`config.mk`:
```
export PLATFORM = sky130hd
export DESIGN_NAME = sks_exec
export DESIGN_NICKNAME = d
export VERILOG_FILES = /design/src/pkg/sks_pkg.sv /design/src/rtl/sks_exec.sv /design/src/rtl/sks_alu.sv
export SDC_FILE = /design/constraint.sdc
export NUM_CORES = 1
export LEC_CHECK = 0
export BUFFER_PORTS_ARGS = -buffer_cell sky130_fd_sc_hd__buf_2
export CAP_MARGIN = 10
export CORE_MARGIN = 3
export CORE_UTILIZATION = 59
export DETAILED_ROUTE_END_ITERATION = 10
export GPL_TIMING_DRIVEN = 0
export PLACE_DENSITY = 0.87
export RECOVER_POWER = 25
export SYNTH_ARGS = -nofsm -noshare
export SYNTH_HDL_FRONTEND = slang
export SYNTH_SLANG_ARGS = --single-unit
```
`constraint.sdc`:
```
create_clock -name mclk -period 7.3 [get_ports mclk]
set_input_delay 1.46 -clock mclk [delete_from_list [all_inputs] [get_ports mclk]]
set_output_delay 1.46 -clock mclk [all_outputs]
set_load 0.01 [all_outputs]
```
`src/pkg/sks_pkg.sv`:
```
package sks_pkg;

    // Datapath and memory geometry.
    localparam int SKS_DATA_W = 8;
    localparam int SKS_PMEM_AW = 12;
    localparam int SKS_PMEM_DW = 16;
    localparam int SKS_AXI_AW = 8;

    // Register byte offsets on the AXI4-Lite bus.
    localparam logic [7:0] SKS_OFS_ACC = 8'h00;
    localparam logic [7:0] SKS_OFS_STATUS = 8'h04;
    localparam logic [7:0] SKS_OFS_TABLE_POINTER_LOW = 8'h08;
    localparam logic [7:0] SKS_OFS_TABLE_POINTER_HIGH = 8'h0c;
    localparam logic [7:0] SKS_OFS_TABLE_HIGH_BYTE_REG = 8'h10;
    localparam logic [7:0] SKS_OFS_CTRL = 8'h14;
    localparam logic [7:0] SKS_OFS_INFO = 8'h18;

    // Status field positions: borrow_inverse_bit, half_borrow_flag, result_null, excess.
    localparam int SKS_ST_C = 0;
    localparam int SKS_ST_AC = 1;
    localparam int SKS_ST_Z = 2;
    localparam int SKS_ST_OV = 3;
    localparam int SKS_ST_W = 4;

    // Control and information field positions.
    localparam int SKS_CTRL_HIPTR = 0;
    localparam int SKS_INFO_BUSY = 0;
    localparam int SKS_INFO_SKIP = 1;

    // Reset values and fixed patterns.
    localparam logic [7:0] SKS_ACC_RST = 8'h00;
    localparam logic [3:0] SKS_STATUS_RST = 4'h0;
    localparam logic SKS_CTRL_RST = 1'b1;
    localparam logic [7:0] SKS_BYTE_ONES = 8'hff;
    localparam logic [7:0] SKS_BYTE_NULL = 8'h00;
    localparam logic [1:0] SKS_RESP_OKAY = 2'b00;
    localparam logic [1:0] SKS_RESP_SLVERR = 2'b10;

    // Instructions handled by this execution unit.
    typedef enum logic [4:0] {
        SKS_OP_DEC_SKIP, SKS_OP_DEC_SKIP_ACC, SKS_OP_SET_BYTE, SKS_OP_SET_BIT,
        SKS_OP_INC_SKIP, SKS_OP_INC_SKIP_ACC, SKS_OP_SKIP_BIT_SET, SKS_OP_SUB_ACC,
        SKS_OP_SUB_MEM, SKS_OP_SUB_IMM, SKS_OP_SWAP_MEM, SKS_OP_SWAP_ACC,
        SKS_OP_SKIP_NULL, SKS_OP_SKIP_NULL_ACC, SKS_OP_SKIP_BIT_CLR,
        SKS_OP_TAB_PAGED, SKS_OP_TAB_LAST, SKS_OP_XOR_ACC, SKS_OP_XOR_MEM, SKS_OP_XOR_IMM
    } sks_op_t;

    // Exchanges the two nibbles of a byte.
    function automatic logic [7:0] sks_swap(input logic [7:0] v);
        sks_swap = {v[3:0], v[7:4]};
    endfunction

endpackage

```
`src/rtl/sks_exec.sv`:
```
`timescale 1ns/1ps
// Notes on behaviour
// - decrement memory byte, skip when it reaches zero
// - accumulator gets byte minus one, skip if zero
// - a taken skip adds one dummy cycle
// - byte set writes all ones, flags kept
// - bit set forces one chosen bit only
// - increment memory byte, skip when it wraps
// - accumulator gets byte plus one, skip if zero
// - skip when the chosen bit is one
// - accumulator minus byte into accumulator, four flags
// - accumulator minus byte into memory, four flags
// - accumulator minus literal into accumulator, four flags
// - borrow bit clear on negative, else set
// - swap nibbles in place, flags kept
// - swapped byte into accumulator, memory kept
// - rewrite byte unchanged, skip when it is zero
// - copy byte to accumulator, skip if zero
// - skip when the chosen bit is zero
// - paged table read into memory and high byte
// - last page table read into memory and high byte
// - xor byte into accumulator, null flag only
// - xor result into memory, null flag only
// - xor literal into accumulator, null flag only
module sks_exec
    import sks_pkg::*;
#(
    parameter int PMEM_AW = SKS_PMEM_AW,
    parameter int PMEM_DW = SKS_PMEM_DW
)
(
    // Clock and reset.
    input wire logic mclk,
    input wire logic reset_n,
    // Instruction issue from the fetch stage.
    input wire logic instr_valid,
    output logic instr_ready,
    input wire sks_pkg::sks_op_t instr_op,
    input wire logic [7:0] instr_addr,
    input wire logic [2:0] instr_bit,
    input wire logic [7:0] instr_lit,
    input wire logic [PMEM_AW-9:0] cur_page,
    output logic instr_done,
    output logic skip_next,
    output logic dummy_cycle,
    // Data memory, one cycle read latency.
    output logic [7:0] dmem_addr,
    input wire logic [7:0] dmem_rdata,
    output logic [7:0] dmem_wdata,
    output logic dmem_we,
    // Program memory, one cycle read latency.
    output logic [PMEM_AW-1:0] pmem_addr,
    input wire logic [PMEM_DW-1:0] pmem_rdata,
    // AXI4-Lite slave.
    input wire logic [SKS_AXI_AW-1:0] s_axi_awaddr,
    input wire logic s_axi_awvalid,
    output logic s_axi_awready,
    input wire logic [31:0] s_axi_wdata,
    input wire logic [3:0] s_axi_wstrb,
    input wire logic s_axi_wvalid,
    output logic s_axi_wready,
    output logic [1:0] s_axi_bresp,
    output logic s_axi_bvalid,
    input wire logic s_axi_bready,
    input wire logic [SKS_AXI_AW-1:0] s_axi_araddr,
    input wire logic s_axi_arvalid,
    output logic s_axi_arready,
    output logic [31:0] s_axi_rdata,
    output logic [1:0] s_axi_rresp,
    output logic s_axi_rvalid,
    input wire logic s_axi_rready
);
    import sks_pkg::*;

    localparam int PAGE_W = PMEM_AW - 8;

    typedef enum {SKS_IDLE, SKS_READ, SKS_EXEC, SKS_DUMMY} sks_state_t;

    logic rst_meta_reg;
    logic rst_n;
    sks_state_t state_reg;
    sks_op_t op_reg;
    logic [7:0] lit_reg;
    logic [2:0] bit_reg;
    logic [7:0] dmem_addr_reg;
    logic [PMEM_AW-1:0] pmem_addr_reg;
    logic [7:0] acc_reg;
    logic [3:0] status_reg;
    logic [7:0] table_pointer_low_reg;
    logic [PAGE_W-1:0] table_pointer_high_reg;
    logic [7:0] table_high_byte_reg_reg;
    logic ctrl_reg;
    logic last_skip_reg;
    logic [7:0] wdata_out_reg;
    logic we_out_reg;
    logic done_reg;
    logic skip_reg;
    logic aw_held_reg;
    logic w_held_reg;
    logic [SKS_AXI_AW-1:0] awaddr_reg;
    logic [31:0] wdata_reg;
    logic [3:0] wstrb_reg;
    logic bvalid_reg;
    logic [1:0] bresp_reg;
    logic rvalid_reg;
    logic [1:0] rresp_reg;
    logic [31:0] rdata_reg;
    logic [7:0] alu_acc;
    logic alu_acc_we;
    logic [7:0] alu_mem;
    logic alu_mem_we;
    logic [3:0] alu_flags;
    logic alu_skip;

    // Reset is asserted at once and released through two flip-flops.
    always_ff @(posedge mclk or negedge reset_n)
    begin
        if (!reset_n)
        begin
            rst_meta_reg <= 1'b0;
            rst_n <= 1'b0;
        end
        else
        begin
            rst_meta_reg <= 1'b1;
            rst_n <= rst_meta_reg;
        end
    end

    // Table address: the high pointer is optional, the last page is all ones.
    wire take = instr_valid && instr_ready;
    wire is_exec = state_reg == SKS_EXEC;
    wire is_table = (op_reg == SKS_OP_TAB_PAGED) || (op_reg == SKS_OP_TAB_LAST);
    wire [PAGE_W-1:0] page_sel = ctrl_reg ? table_pointer_high_reg : cur_page;
    wire [PMEM_AW-1:0] tab_addr = (instr_op == SKS_OP_TAB_LAST) ?
        {{PAGE_W{1'b1}}, table_pointer_low_reg} : {page_sel, table_pointer_low_reg};
    wire exec_mem_we = is_exec && (alu_mem_we || is_table);
    wire [7:0] exec_mem_val = is_table ? pmem_rdata[7:0] : alu_mem;

    assign instr_ready = state_reg == SKS_IDLE;
    assign dummy_cycle = state_reg == SKS_DUMMY;
    assign instr_done = done_reg;
    assign skip_next = skip_reg;
    assign dmem_addr = dmem_addr_reg;
    assign dmem_wdata = wdata_out_reg;
    assign dmem_we = we_out_reg;
    assign pmem_addr = pmem_addr_reg;

    sks_alu u_alu (
        .op(op_reg),
        .acc(acc_reg),
        .mem(dmem_rdata),
        .lit(lit_reg),
        .bit_sel(bit_reg),
        .flags(status_reg),
        .acc_next(alu_acc),
        .acc_we(alu_acc_we),
        .mem_next(alu_mem),
        .mem_we(alu_mem_we),
        .flags_next(alu_flags),
        .skip(alu_skip)
    );

    // Read, execute, then a dummy cycle only when the skip is taken.
    always_ff @(posedge mclk or negedge rst_n)
    begin
        if (!rst_n)
            state_reg <= SKS_IDLE;
        else
            case (state_reg)
                SKS_IDLE: state_reg <= take ? SKS_READ : SKS_IDLE;
                SKS_READ: state_reg <= SKS_EXEC;
                SKS_EXEC: state_reg <= alu_skip ? SKS_DUMMY : SKS_IDLE;
                SKS_DUMMY: state_reg <= SKS_IDLE;
                default: state_reg <= SKS_IDLE;
            endcase
    end

    // Operands are captured at issue so the fetch stage may move on.
    always_ff @(posedge mclk or negedge rst_n)
    begin
        if (!rst_n)
        begin
            op_reg <= SKS_OP_SET_BYTE;
            lit_reg <= SKS_BYTE_NULL;
            bit_reg <= 3'h0;
            dmem_addr_reg <= SKS_BYTE_NULL;
            pmem_addr_reg <= '0;
        end
        else if (take)
        begin
            op_reg <= instr_op;
            lit_reg <= instr_lit;
            bit_reg <= instr_bit;
            dmem_addr_reg <= instr_addr;
            pmem_addr_reg <= tab_addr;
        end
    end

    // Memory write, completion and skip leave through flip-flops.
    always_ff @(posedge mclk or negedge rst_n)
    begin
        if (!rst_n)
        begin
            wdata_out_reg <= SKS_BYTE_NULL;
            we_out_reg <= 1'b0;
            done_reg <= 1'b0;
            skip_reg <= 1'b0;
        end
        else
        begin
            wdata_out_reg <= exec_mem_val;
            we_out_reg <= exec_mem_we;
            done_reg <= is_exec;
            skip_reg <= is_exec && alu_skip;
        end
    end

    // AXI write decode; the core wins over software on the same cycle.
    wire aw_hs = s_axi_awvalid && s_axi_awready;
    wire w_hs = s_axi_wvalid && s_axi_wready;
    wire wr_go = (aw_held_reg || aw_hs) && (w_held_reg || w_hs);
    wire [SKS_AXI_AW-1:0] wr_addr = aw_held_reg ? awaddr_reg : s_axi_awaddr;
    wire [31:0] wr_data = w_held_reg ? wdata_reg : s_axi_wdata;
    wire [3:0] wr_strb = w_held_reg ? wstrb_reg : s_axi_wstrb;
    wire wr_lo = wr_go && wr_strb[0];
    wire wr_acc = wr_lo && (wr_addr == SKS_OFS_ACC);
    wire wr_status = wr_lo && (wr_addr == SKS_OFS_STATUS);
    wire wr_table_pointer_low = wr_lo && (wr_addr == SKS_OFS_TABLE_POINTER_LOW);
    wire wr_table_pointer_high = wr_lo && (wr_addr == SKS_OFS_TABLE_POINTER_HIGH);
    wire wr_ctrl = wr_lo && (wr_addr == SKS_OFS_CTRL);
    wire wr_known = (wr_addr == SKS_OFS_ACC) || (wr_addr == SKS_OFS_STATUS) ||
        (wr_addr == SKS_OFS_TABLE_POINTER_LOW) || (wr_addr == SKS_OFS_TABLE_POINTER_HIGH) ||
        (wr_addr == SKS_OFS_TABLE_HIGH_BYTE_REG) || (wr_addr == SKS_OFS_CTRL) || (wr_addr == SKS_OFS_INFO);

    // Architectural registers.
    always_ff @(posedge mclk or negedge rst_n)
    begin
        if (!rst_n)
        begin
            acc_reg <= SKS_ACC_RST;
            status_reg <= SKS_STATUS_RST;
            table_pointer_low_reg <= SKS_BYTE_NULL;
            table_pointer_high_reg <= '0;
            table_high_byte_reg_reg <= SKS_BYTE_NULL;
            ctrl_reg <= SKS_CTRL_RST;
            last_skip_reg <= 1'b0;
        end
        else
        begin
            if (is_exec && alu_acc_we)
                acc_reg <= alu_acc;
            else if (wr_acc)
                acc_reg <= wr_data[7:0];
            if (is_exec)
                status_reg <= alu_flags;
            else if (wr_status)
                status_reg <= wr_data[SKS_ST_W-1:0];
            if (wr_table_pointer_low)
                table_pointer_low_reg <= wr_data[7:0];
            if (wr_table_pointer_high)
                table_pointer_high_reg <= wr_data[PAGE_W-1:0];
            if (wr_ctrl)
                ctrl_reg <= wr_data[SKS_CTRL_HIPTR];
            if (is_exec && is_table)
                table_high_byte_reg_reg <= pmem_rdata[15:8];
            if (is_exec)
                last_skip_reg <= alu_skip;
        end
    end

    // Write channel holding and response.
    always_ff @(posedge mclk or negedge rst_n)
    begin
        if (!rst_n)
        begin
            aw_held_reg <= 1'b0;
            w_held_reg <= 1'b0;
            awaddr_reg <= '0;
            wdata_reg <= 32'h0;
            wstrb_reg <= 4'h0;
            bvalid_reg <= 1'b0;
            bresp_reg <= SKS_RESP_OKAY;
        end
        else
        begin
            if (aw_hs)
                awaddr_reg <= s_axi_awaddr;
            if (w_hs)
            begin
                wdata_reg <= s_axi_wdata;
                wstrb_reg <= s_axi_wstrb;
            end
            aw_held_reg <= wr_go ? 1'b0 : (aw_held_reg || aw_hs);
            w_held_reg <= wr_go ? 1'b0 : (w_held_reg || w_hs);
            if (wr_go)
            begin
                bvalid_reg <= 1'b1;
                bresp_reg <= wr_known ? SKS_RESP_OKAY : SKS_RESP_SLVERR;
            end
            else if (s_axi_bready)
                bvalid_reg <= 1'b0;
        end
    end

    assign s_axi_awready = !aw_held_reg && !bvalid_reg;
    assign s_axi_wready = !w_held_reg && !bvalid_reg;
    assign s_axi_bvalid = bvalid_reg;
    assign s_axi_bresp = bresp_reg;

    // Read decode; an unmapped address answers zero with an error.
    wire ar_hs = s_axi_arvalid && s_axi_arready;
    wire [1:0] info_val = {last_skip_reg, state_reg != SKS_IDLE};
    logic [31:0] rd_mux;
    logic rd_known;
    always_comb
    begin
        rd_mux = 32'h0;
        rd_known = 1'b1;
        case (s_axi_araddr)
            SKS_OFS_ACC: rd_mux[7:0] = acc_reg;
            SKS_OFS_STATUS: rd_mux[SKS_ST_W-1:0] = status_reg;
            SKS_OFS_TABLE_POINTER_LOW: rd_mux[7:0] = table_pointer_low_reg;
            SKS_OFS_TABLE_POINTER_HIGH: rd_mux[PAGE_W-1:0] = table_pointer_high_reg;
            SKS_OFS_TABLE_HIGH_BYTE_REG: rd_mux[7:0] = table_high_byte_reg_reg;
            SKS_OFS_CTRL: rd_mux[SKS_CTRL_HIPTR] = ctrl_reg;
            SKS_OFS_INFO: rd_mux[SKS_INFO_SKIP:SKS_INFO_BUSY] = info_val;
            default: rd_known = 1'b0;
        endcase
    end

    // Read data is registered one cycle after the address is taken.
    always_ff @(posedge mclk or negedge rst_n)
    begin
        if (!rst_n)
        begin
            rvalid_reg <= 1'b0;
            rdata_reg <= 32'h0;
            rresp_reg <= SKS_RESP_OKAY;
        end
        else if (ar_hs)
        begin
            rvalid_reg <= 1'b1;
            rdata_reg <= rd_mux;
            rresp_reg <= rd_known ? SKS_RESP_OKAY : SKS_RESP_SLVERR;
        end
        else if (s_axi_rready)
            rvalid_reg <= 1'b0;
    end

    assign s_axi_arready = !rvalid_reg;
    assign s_axi_rvalid = rvalid_reg;
    assign s_axi_rdata = rdata_reg;
    assign s_axi_rresp = rresp_reg;
endmodule

```
`src/rtl/sks_alu.sv`:
```
`timescale 1ns/1ps
module sks_alu
    import sks_pkg::*;
(
    // Instruction and operands.
    input wire sks_pkg::sks_op_t op,
    input wire logic [7:0] acc,
    input wire logic [7:0] mem,
    input wire logic [7:0] lit,
    input wire logic [2:0] bit_sel,
    input wire logic [3:0] flags,
    // Results.
    output logic [7:0] acc_next,
    output logic acc_we,
    output logic [7:0] mem_next,
    output logic mem_we,
    output logic [3:0] flags_next,
    output logic skip
);
    import sks_pkg::*;

    logic [7:0] sub_b;
    logic [8:0] diff;
    logic [3:0] sub_flags;
    logic [7:0] dec_v;
    logic [7:0] inc_v;
    logic [7:0] xor_b;
    logic [7:0] xor_v;
    logic bit_v;

    // Shared operand selection and arithmetic.
    assign sub_b = (op == SKS_OP_SUB_IMM) ? lit : mem;
    assign diff = {1'b0, acc} - {1'b0, sub_b};
    assign dec_v = mem - 8'h01;
    assign inc_v = mem + 8'h01;
    assign xor_b = (op == SKS_OP_XOR_IMM) ? lit : mem;
    assign xor_v = acc ^ xor_b;
    assign bit_v = mem[bit_sel];

    // Signed overflow, inverted half borrow, null and inverted borrow.
    assign sub_flags[SKS_ST_OV] = (acc[7] != sub_b[7]) && (diff[7] != acc[7]);
    assign sub_flags[SKS_ST_AC] = acc[3:0] >= sub_b[3:0];
    assign sub_flags[SKS_ST_Z] = diff[7:0] == SKS_BYTE_NULL;
    assign sub_flags[SKS_ST_C] = ~diff[8];

    // Flags are held unless an operation names them.
    always_comb
    begin
        acc_next = acc;
        acc_we = 1'b0;
        mem_next = mem;
        mem_we = 1'b0;
        flags_next = flags;
        skip = 1'b0;
        case (op)
            SKS_OP_DEC_SKIP:
            begin
                mem_next = dec_v;
                mem_we = 1'b1;
                skip = dec_v == SKS_BYTE_NULL;
            end
            SKS_OP_DEC_SKIP_ACC:
            begin
                acc_next = dec_v;
                acc_we = 1'b1;
                skip = dec_v == SKS_BYTE_NULL;
            end
            SKS_OP_SET_BYTE:
            begin
                mem_next = SKS_BYTE_ONES;
                mem_we = 1'b1;
            end
            SKS_OP_SET_BIT:
            begin
                mem_next[bit_sel] = 1'b1;
                mem_we = 1'b1;
            end
            SKS_OP_INC_SKIP:
            begin
                mem_next = inc_v;
                mem_we = 1'b1;
                skip = inc_v == SKS_BYTE_NULL;
            end
            SKS_OP_INC_SKIP_ACC:
            begin
                acc_next = inc_v;
                acc_we = 1'b1;
                skip = inc_v == SKS_BYTE_NULL;
            end
            SKS_OP_SKIP_BIT_SET: skip = bit_v;
            SKS_OP_SUB_ACC, SKS_OP_SUB_IMM:
            begin
                acc_next = diff[7:0];
                acc_we = 1'b1;
                flags_next = sub_flags;
            end
            SKS_OP_SUB_MEM:
            begin
                mem_next = diff[7:0];
                mem_we = 1'b1;
                flags_next = sub_flags;
            end
            SKS_OP_SWAP_MEM:
            begin
                mem_next = sks_swap(mem);
                mem_we = 1'b1;
            end
            SKS_OP_SWAP_ACC:
            begin
                acc_next = sks_swap(mem);
                acc_we = 1'b1;
            end
            SKS_OP_SKIP_NULL:
            begin
                mem_we = 1'b1;
                skip = mem == SKS_BYTE_NULL;
            end
            SKS_OP_SKIP_NULL_ACC:
            begin
                acc_next = mem;
                acc_we = 1'b1;
                skip = mem == SKS_BYTE_NULL;
            end
            SKS_OP_SKIP_BIT_CLR: skip = ~bit_v;
            SKS_OP_XOR_ACC, SKS_OP_XOR_IMM:
            begin
                acc_next = xor_v;
                acc_we = 1'b1;
                flags_next[SKS_ST_Z] = xor_v == SKS_BYTE_NULL;
            end
            SKS_OP_XOR_MEM:
            begin
                mem_next = xor_v;
                mem_we = 1'b1;
                flags_next[SKS_ST_Z] = xor_v == SKS_BYTE_NULL;
            end
            default:
            begin
                acc_we = 1'b0;
            end
        endcase
    end

endmodule

```
==> Yosys cells after proc, flatten, opt, wreduce, memory -nomap -nowiden <==
Cells that the tools add are included.
{ "classes": {"add_sub_neg": 3, "magnitude_cmp": 3, "eq_ne": 41, "n_mux": 40, "n_bitwise": 4, "n_reduce_logical": 61} }
{ "ops": {"columns": ["operator", "count"], "rows": [
  ["$eq 32x3->1 const B", 2],
  ["$logic_not 32->1", 2],
  ["$logic_not 8->1", 7],
  ["$mux 8", 7],
  ["$pmux 8 s7", 1],
  ["$eq 8x5->1 const B", 6],
  ["$pmux 8 s6", 1],
  ["$eq 5x4->1 const B", 8],
  ["$eq 32x1->1 const B", 1],
  ["$eq 32x2->1 const B", 1],
  ["$eq 8x4->1 const B", 4],
  ["$reduce_bool 32->1", 1],
  ["$eq 5x5->1 const B", 5],
  ["$eq 5x3->1 const B", 4],
  ["$logic_and 1x1->1", 19],
  ["$eq 8x3->1 const B", 2],
  ["$reduce_or 8->1", 2],
  ["$mux 1", 14],
  ["$mux 12", 1],
  ["$mux 4", 3],
  ["$pmux 4 s3", 1],
  ["$eq 5x2->1 const B", 2],
  ["$logic_or 1x1->1", 10],
  ["$pmux 2 s5", 1],
  ["29 further kinds", 47]
]} }
{ "totals": {"reg_bits": 148, "input_bits": 112, "out_inout_bits": 74, "wordCells": 182} }

==> Logic depth before layout (Yosys ltp) <==
{ "logic_depth": {"word_depth": 9, "depth_mapped": 12, "mapped_depth_nobuf": 11} }

==> Cells and area by module <==
A second synthesis with hierarchy kept.
{ "unflattened": {"cells_unflattened": 880, "hier_area_um2": 7827.5} }
{ "modules_own_cells": {"columns": ["module", "n_inst", "cells_per_inst", "area_each_um2", "seq_area_each_um2"], "rows": [
  ["sks_exec", 1, 504, 5410.2, 2905.3],
  ["sks_alu", 1, 376, 2417.3, 0.0]
]} }

==> Worst setup path after synthesis <==
No wires, ideal clock.
{ "synth_timing": {"path_type": "in2reg", "startpoint": "in dmem_rdata[3]", "endpoint": "reg status_reg[2]", "setup_time_ps": 87, "t_arrival_ps": 3850, "t_required_ps": 7213, "path_slack_ps": 3363, "path_stages": 10, "path_buffers": 2, "cell_sequence": "clkbuf_1 -> clkbuf_1 -> mux2i_1 -> ha_1 -> a21o_1 -> a21oi_1 -> a211oi_1 -> a311o_1 -> or4_1 -> o211ai_1"} }
{ "synth_between": {"elab_chain_len": 5, "elab_cells_between_ends": 8, "classes_between": "add/sub (1); mux (4); bitwise (1); reduce/logical (2)"} }
{ "synth_lines": {"columns": ["element", "line_no", "rtl"], "rows": [
  ["from (decl)", "sks_exec.sv:48", "input wire logic [7:0] dmem_rdata,"],
  ["$mux 8 (on tied branches)", "sks_alu.sv:32, sks_alu.sv:36", null],
  ["$sub 8x8->9 or $xor 8x8->8 (tied branches)", "sks_alu.sv:33, sks_alu.sv:37", null],
  ["$logic_not 8->1 (on tied branches)", "sks_alu.sv:43, sks_alu.sv:129, sks_alu.sv:135", null],
  ["$pmux 1 s2 *", "sks_alu.sv:55", "case (op)"],
  ["$mux 4 *", "sks_exec.sv:255", "if (is_exec)"],
  ["to (signal assigned)", "sks_exec.sv:256", "status_reg <= alu_flags;"],
  ["to (signal assigned)", "sks_exec.sv:258", "status_reg <= wr_data[SKS_ST_W-1:0];"],
  ["to (decl)", "sks_exec.sv:88", "logic [3:0] status_reg;"]
]} }
Mark *: on every way between the ends. The rest lies on a longest branch, timed or not.
A chain may end at the register's enable or synchronous reset.

==> Worst setup path after layout <==
{ "layout_timing": {"startpoint": "reg op_reg[1]", "endpoint": "reg wdata_out_reg[6] (netlist: dmem_wdata[6])"} }
{ "layout_between": {"elab_chain_len": 5, "elab_cells_between_ends": 18, "classes_between": "add/sub (1); eq/ne (10); mux (4); bitwise (1); reduce/logical (2)"} }
{ "layout_lines": {"columns": ["element", "line_no", "rtl"], "rows": [
  ["from (decl)", "sks_exec.sv:82", "sks_op_t op_reg;"],
  ["from (signal assigned)", "sks_exec.sv:192", "op_reg <= instr_op;"],
  ["$eq 5x4->1 or $eq 5x5->1 (tied branches)", "sks_alu.sv:32, sks_alu.sv:36", null],
  ["$mux 8 (on tied branches)", "sks_alu.sv:32, sks_alu.sv:36", null],
  ["$sub 8x8->9 or $xor 8x8->8 (tied branches)", "sks_alu.sv:33, sks_alu.sv:37", null],
  ["$pmux 8 s7", "sks_alu.sv:55", null],
  ["$mux 8 *", "sks_exec.sv:138", "wire [7:0] exec_mem_val = is_table ? pmem_rdata[7:0] : alu_mem;"],
  ["net exec_mem_val[6]", "sks_exec.sv:138", null],
  ["to (signal assigned)", "sks_exec.sv:212", "wdata_out_reg <= exec_mem_val;"],
  ["to (decl)", "sks_exec.sv:94", "logic [7:0] wdata_out_reg;"]
]} }
Mark *: on every way through the listed nets, which the timed path passes. The rest lies on a longest branch.

==> summary.md <==
| Metric | Value |
|---|---|
| CP max stage cell | `nor3_1` |
| Switching Share | `0.413` |
| # clock sinks | `116` |
| Slew Viols, Final | `48` |
| Tmin final | `4360 ps` |
| Routed WL per cell | `21.8 um` |
| Hold depth | `0` |
| Die ar. | `14300 sq um` |
| Vias in the first global route | `7458` |
| Status | `complete, but fails checks` |
| Initial DRC count | `811` |
| Layout Nets | `1158` |
| Initial Util | `0.617` |
| # diodes | `0` |
| CP Class | `reg2reg` |
| #FFs+latches synth | `116` |
| Comb pwr share | `0.420` |
| Initial antenna violation count | `0` |
| Max incr delay on CP | `660 ps` |
| Synth Warn # | `0` |
| Total track usage | `0.371` |
| Clk buf depth | `2` |
| Top Ports | `186` |
| Post-synth EDFFs | `0` |
| First-pass GRT wire length | `40.9 mm` |
| Largest net degree at the start of global routing | `68` |
| Setup violators final | `0` |
| DRT Pass-1 Iters | `6` |
| Number of fill cells | `900` |
| Syn-to-layout area delta | `21.3%` |
| Clk slew on worst S/H paths | `60 ps` |
| Unrepaired setup endpoints after global routing | `no` |
| Setup TNS | `0 ps` |
| DPL Wire Length | `19.7 mm` |
| Slew Limit Headroom | `-0.287` |
| Htree depth | `4` |
| Max reg flops | `12` |
| Final WL | `26.5 mm` |
| Port buffer count | `129` |
| Asr flop ratio synth | `1.00` |
| Max_cap viols | `1` |
| Final global-route overflow total | `0` |
| Max FO, Critical Path | `10` |
| Cts hold-fix bufs | `0` |
| FF-to-FF path depth | `12` |
| Setup crit end kind | `register` |
| Power Density | `364 nW/um^2` |
| Placer Congestion | `1.05` |
| Synth Instances | `859` |
| Sw power | `1380 uW` |
| Setup Skew | `11.4 ps` |
| Flop pwr share | `0.311` |
| Worst VDD drop | `0.000211 V` |
| Syn_area_per_cell | `8.84 sq um` |
| Final period util | `0.597` |
| Ys flop type | `dfrtp_1` |
| Mapped Area | `7590 sq um` |
| Register area share after synthesis | `0.383` |
| Clock latency on the worst-skew pair | `420 ps` |
| Layout cells sized above 1 | `0.240` |
| Clock Power Share | `0.270` |
| Most used cell, CP | `nand2_1` |
| Crit start category | `register` |
| CTS tree | `built` |
| Place WS | `2770 ps` |
| Via count | `7618` |
| Failing checks | `capacitance limit, slew limit` |
| PnR worst setup slack | `2940 ps` |
| Post-DRT Antenna Nets | `0` |
| Resized Gates After CTS | `0` |
| Root Driver | `clkbuf_16` |
| Fmax | `230 MHz` |
| Hold Crit Class | `reg2reg` |
| Remaining DRCs | `0` |
| # rows | `40` |
| TritonCTS Buffers | `17` |
| P_int | `1970 uW` |
| Critical Path AT | `4660 ps` |
| DR vias/cell | `6.28` |
| Actual slew at the worst max-slew pin | `1930 ps` |
| Required time of the critical path | `7610 ps` |
| Leakage | `0.00430 uW` |
| Die H | `119 um` |
| Final Hold Viols | `0` |
| CORE AREA | `12300 sq um` |
| Crit-path cells | `buf_2 > nor3b_1 > nand2_1 > mux2_2 > ha_1 > fa_1 > nor2b_1 > o31a_1 > nor4_1 > nor3_1 > nand2_1 > a221oi_1` |
| Synth cell types | `81` |
| Post-CTS Setup Bufs | `0` |
| Chip Width | `119 um` |
==> metal layers <==
layer  routed length, um  part of all wire  GRT usage  vias up
li1                    -                 -          -     3407
met1               10900              0.41      0.501     3671
met2               12000              0.45      0.581      451
met3                2750              0.10     0.0954       89
met4                 907             0.034      0.130        0
met5                   0                 0          0        -
==> worst max-delay path: cells and delay by family (launching register included) <==
family,cells,cell delay [ps]
AO/OA/AOI/OAI,2,550
AND/OR/NAND/NOR,6,2110
flip-flops,1,390
buffers and inverters,1,180
multiplexers,1,410
adder cells (fa/ha/maj),2,620
==> cell families (layout without fill, tap and decap cells) <==
| group | count (synthesis) | after routing | synth area share |
|---|---|---|---|
| xor gates and xnor gates | 19 | 19 | 0.0219 |
| DFF | 116 | 116 | 0.383 |
| AOI/OAI and AO/OA | 199 | 199 | 0.179 |
| adders and majority gates | 13 | 13 | 0.0224 |
| muxes | 77 | 77 | 0.113 |
| other | 2 | 27 | 0.000989 |
| and+or+nand+nor | 330 | 330 | 0.215 |
| buffers and inverters | 103 | 265 | 0.0656 |
==> cells in the mapped netlist, types with 7 or more instances <==
master,count,area share
and2_1,7,0.0058
nor3b_1,8,0.0079
o21ai_1,8,0.0053
mux2i_1,27,0.036
xnor2_1,11,0.013
buf_4,26,0.026
o211ai_1,10,0.0099
nand2b_1,7,0.0058
dfrtp_1,114,0.38
and3_1,9,0.0074
inv_1,26,0.013
nand2_1,142,0.070
ha_1,12,0.020
buf_2,11,0.0073
nor2_1,51,0.025
a21oi_1,37,0.024
o21a_1,7,0.0069
o22ai_1,15,0.012
nor3_1,23,0.015
o21ai_0,31,0.020
mux2_2,37,0.055
a31oi_1,7,0.0058
a221oi_1,11,0.013
mux2_1,11,0.016
clkbuf_1,36,0.018
a211oi_1,9,0.0089
nand3_1,14,0.0092
xor2_1,8,0.0092
nor2b_1,25,0.021
==> path summary, 6_finish.rpt <==
check | start | to | slack [ps]
setup / recovery | op_reg[1] | dmem_wdata[6] | 2940
hold / removal | rst_meta_reg | rst_n | 380
setup reg to reg | op_reg[1] | dmem_wdata[6] | 2940
max in group asynchronous | rst_n | ctrl_reg | 5340
min in group asynchronous | rst_n | wdata_reg[4] | 810
hold reg to reg | rst_meta_reg | rst_n | 380
==> power by group through the flow <==
| stage | registers (uW) | logic [uW] | clock network [uW] |
|---|---|---|---|
| floorplan | 997 | 903 | 0 |
| global placement | 1030 | 1310 | 0 |
| detailed placement | 1040 | 1340 | 0 |
| CTS | 1030 | 1360 | 905 |
| global route | 1060 | 1500 | 939 |
| finish | 1040 | 1410 | 904 |
==> cell type report <==
| cell class | instances | area, sq um | share of cell area |
|---|---|---|---|
| Timing Repair Buffer | 130 | 672 | 0.0730 |
| Multi-Input combinational cell | 665 | 4280 | 0.465 |
| Sequential cell | 116 | 2910 | 0.316 |
| Clock buffer | 18 | 439 | 0.0477 |
| Inverter | 26 | 97.6 | 0.0106 |
| Buffer | 77 | 400 | 0.0435 |
| Tap cell | 168 | 210 | 0.0228 |
| Clock inverter | 14 | 200 | 0.0217 |
==> cells in the final DEF (no fill, tap or decap), types with 9 or more instances in the layout <==
master / Yosys / layout
a211oi_1: 9 / 9
a21oi_1: 37 / 37
a221oi_1: 11 / 11
and3_1: 9 / 9
buf_2: 11 / 139
buf_4: 26 / 26
clkbuf_1: 36 / 37
clkbuf_16: 0 / 17
conb_1: 2 / 27
dfrtp_1: 114 / 114
ha_1: 12 / 12
inv_1: 26 / 26
mux2_1: 11 / 11
mux2_2: 37 / 37
mux2i_1: 27 / 27
nand2_1: 142 / 142
nand3_1: 14 / 14
nor2_1: 51 / 51
nor2b_1: 25 / 25
nor3_1: 23 / 23
o211ai_1: 10 / 10
o21ai_0: 31 / 31
o22ai_1: 15 / 15
xnor2_1: 11 / 11
==> metrics by stage <==
| stage | hold WS (ps) | instance area (sq um) | util | power (uW) | std cells |
|---|---|---|---|---|---|
| finish | 379 | 9210 | 0.748 | 3350 | 1214 |
| global route | 382 | 9210 | 0.748 | 3500 | 1214 |
| CTS | 368 | 9210 | 0.748 | 3300 | 1214 |
| detailed placement | 354 | 8570 | 0.696 | 2380 | 1182 |
| global placement | 334 | 8540 | 0.694 | 2340 | 1181 |
| floorplan | 331 | 7690 | - | 1900 | 884 |
Power figures use the tool's default switching activity.
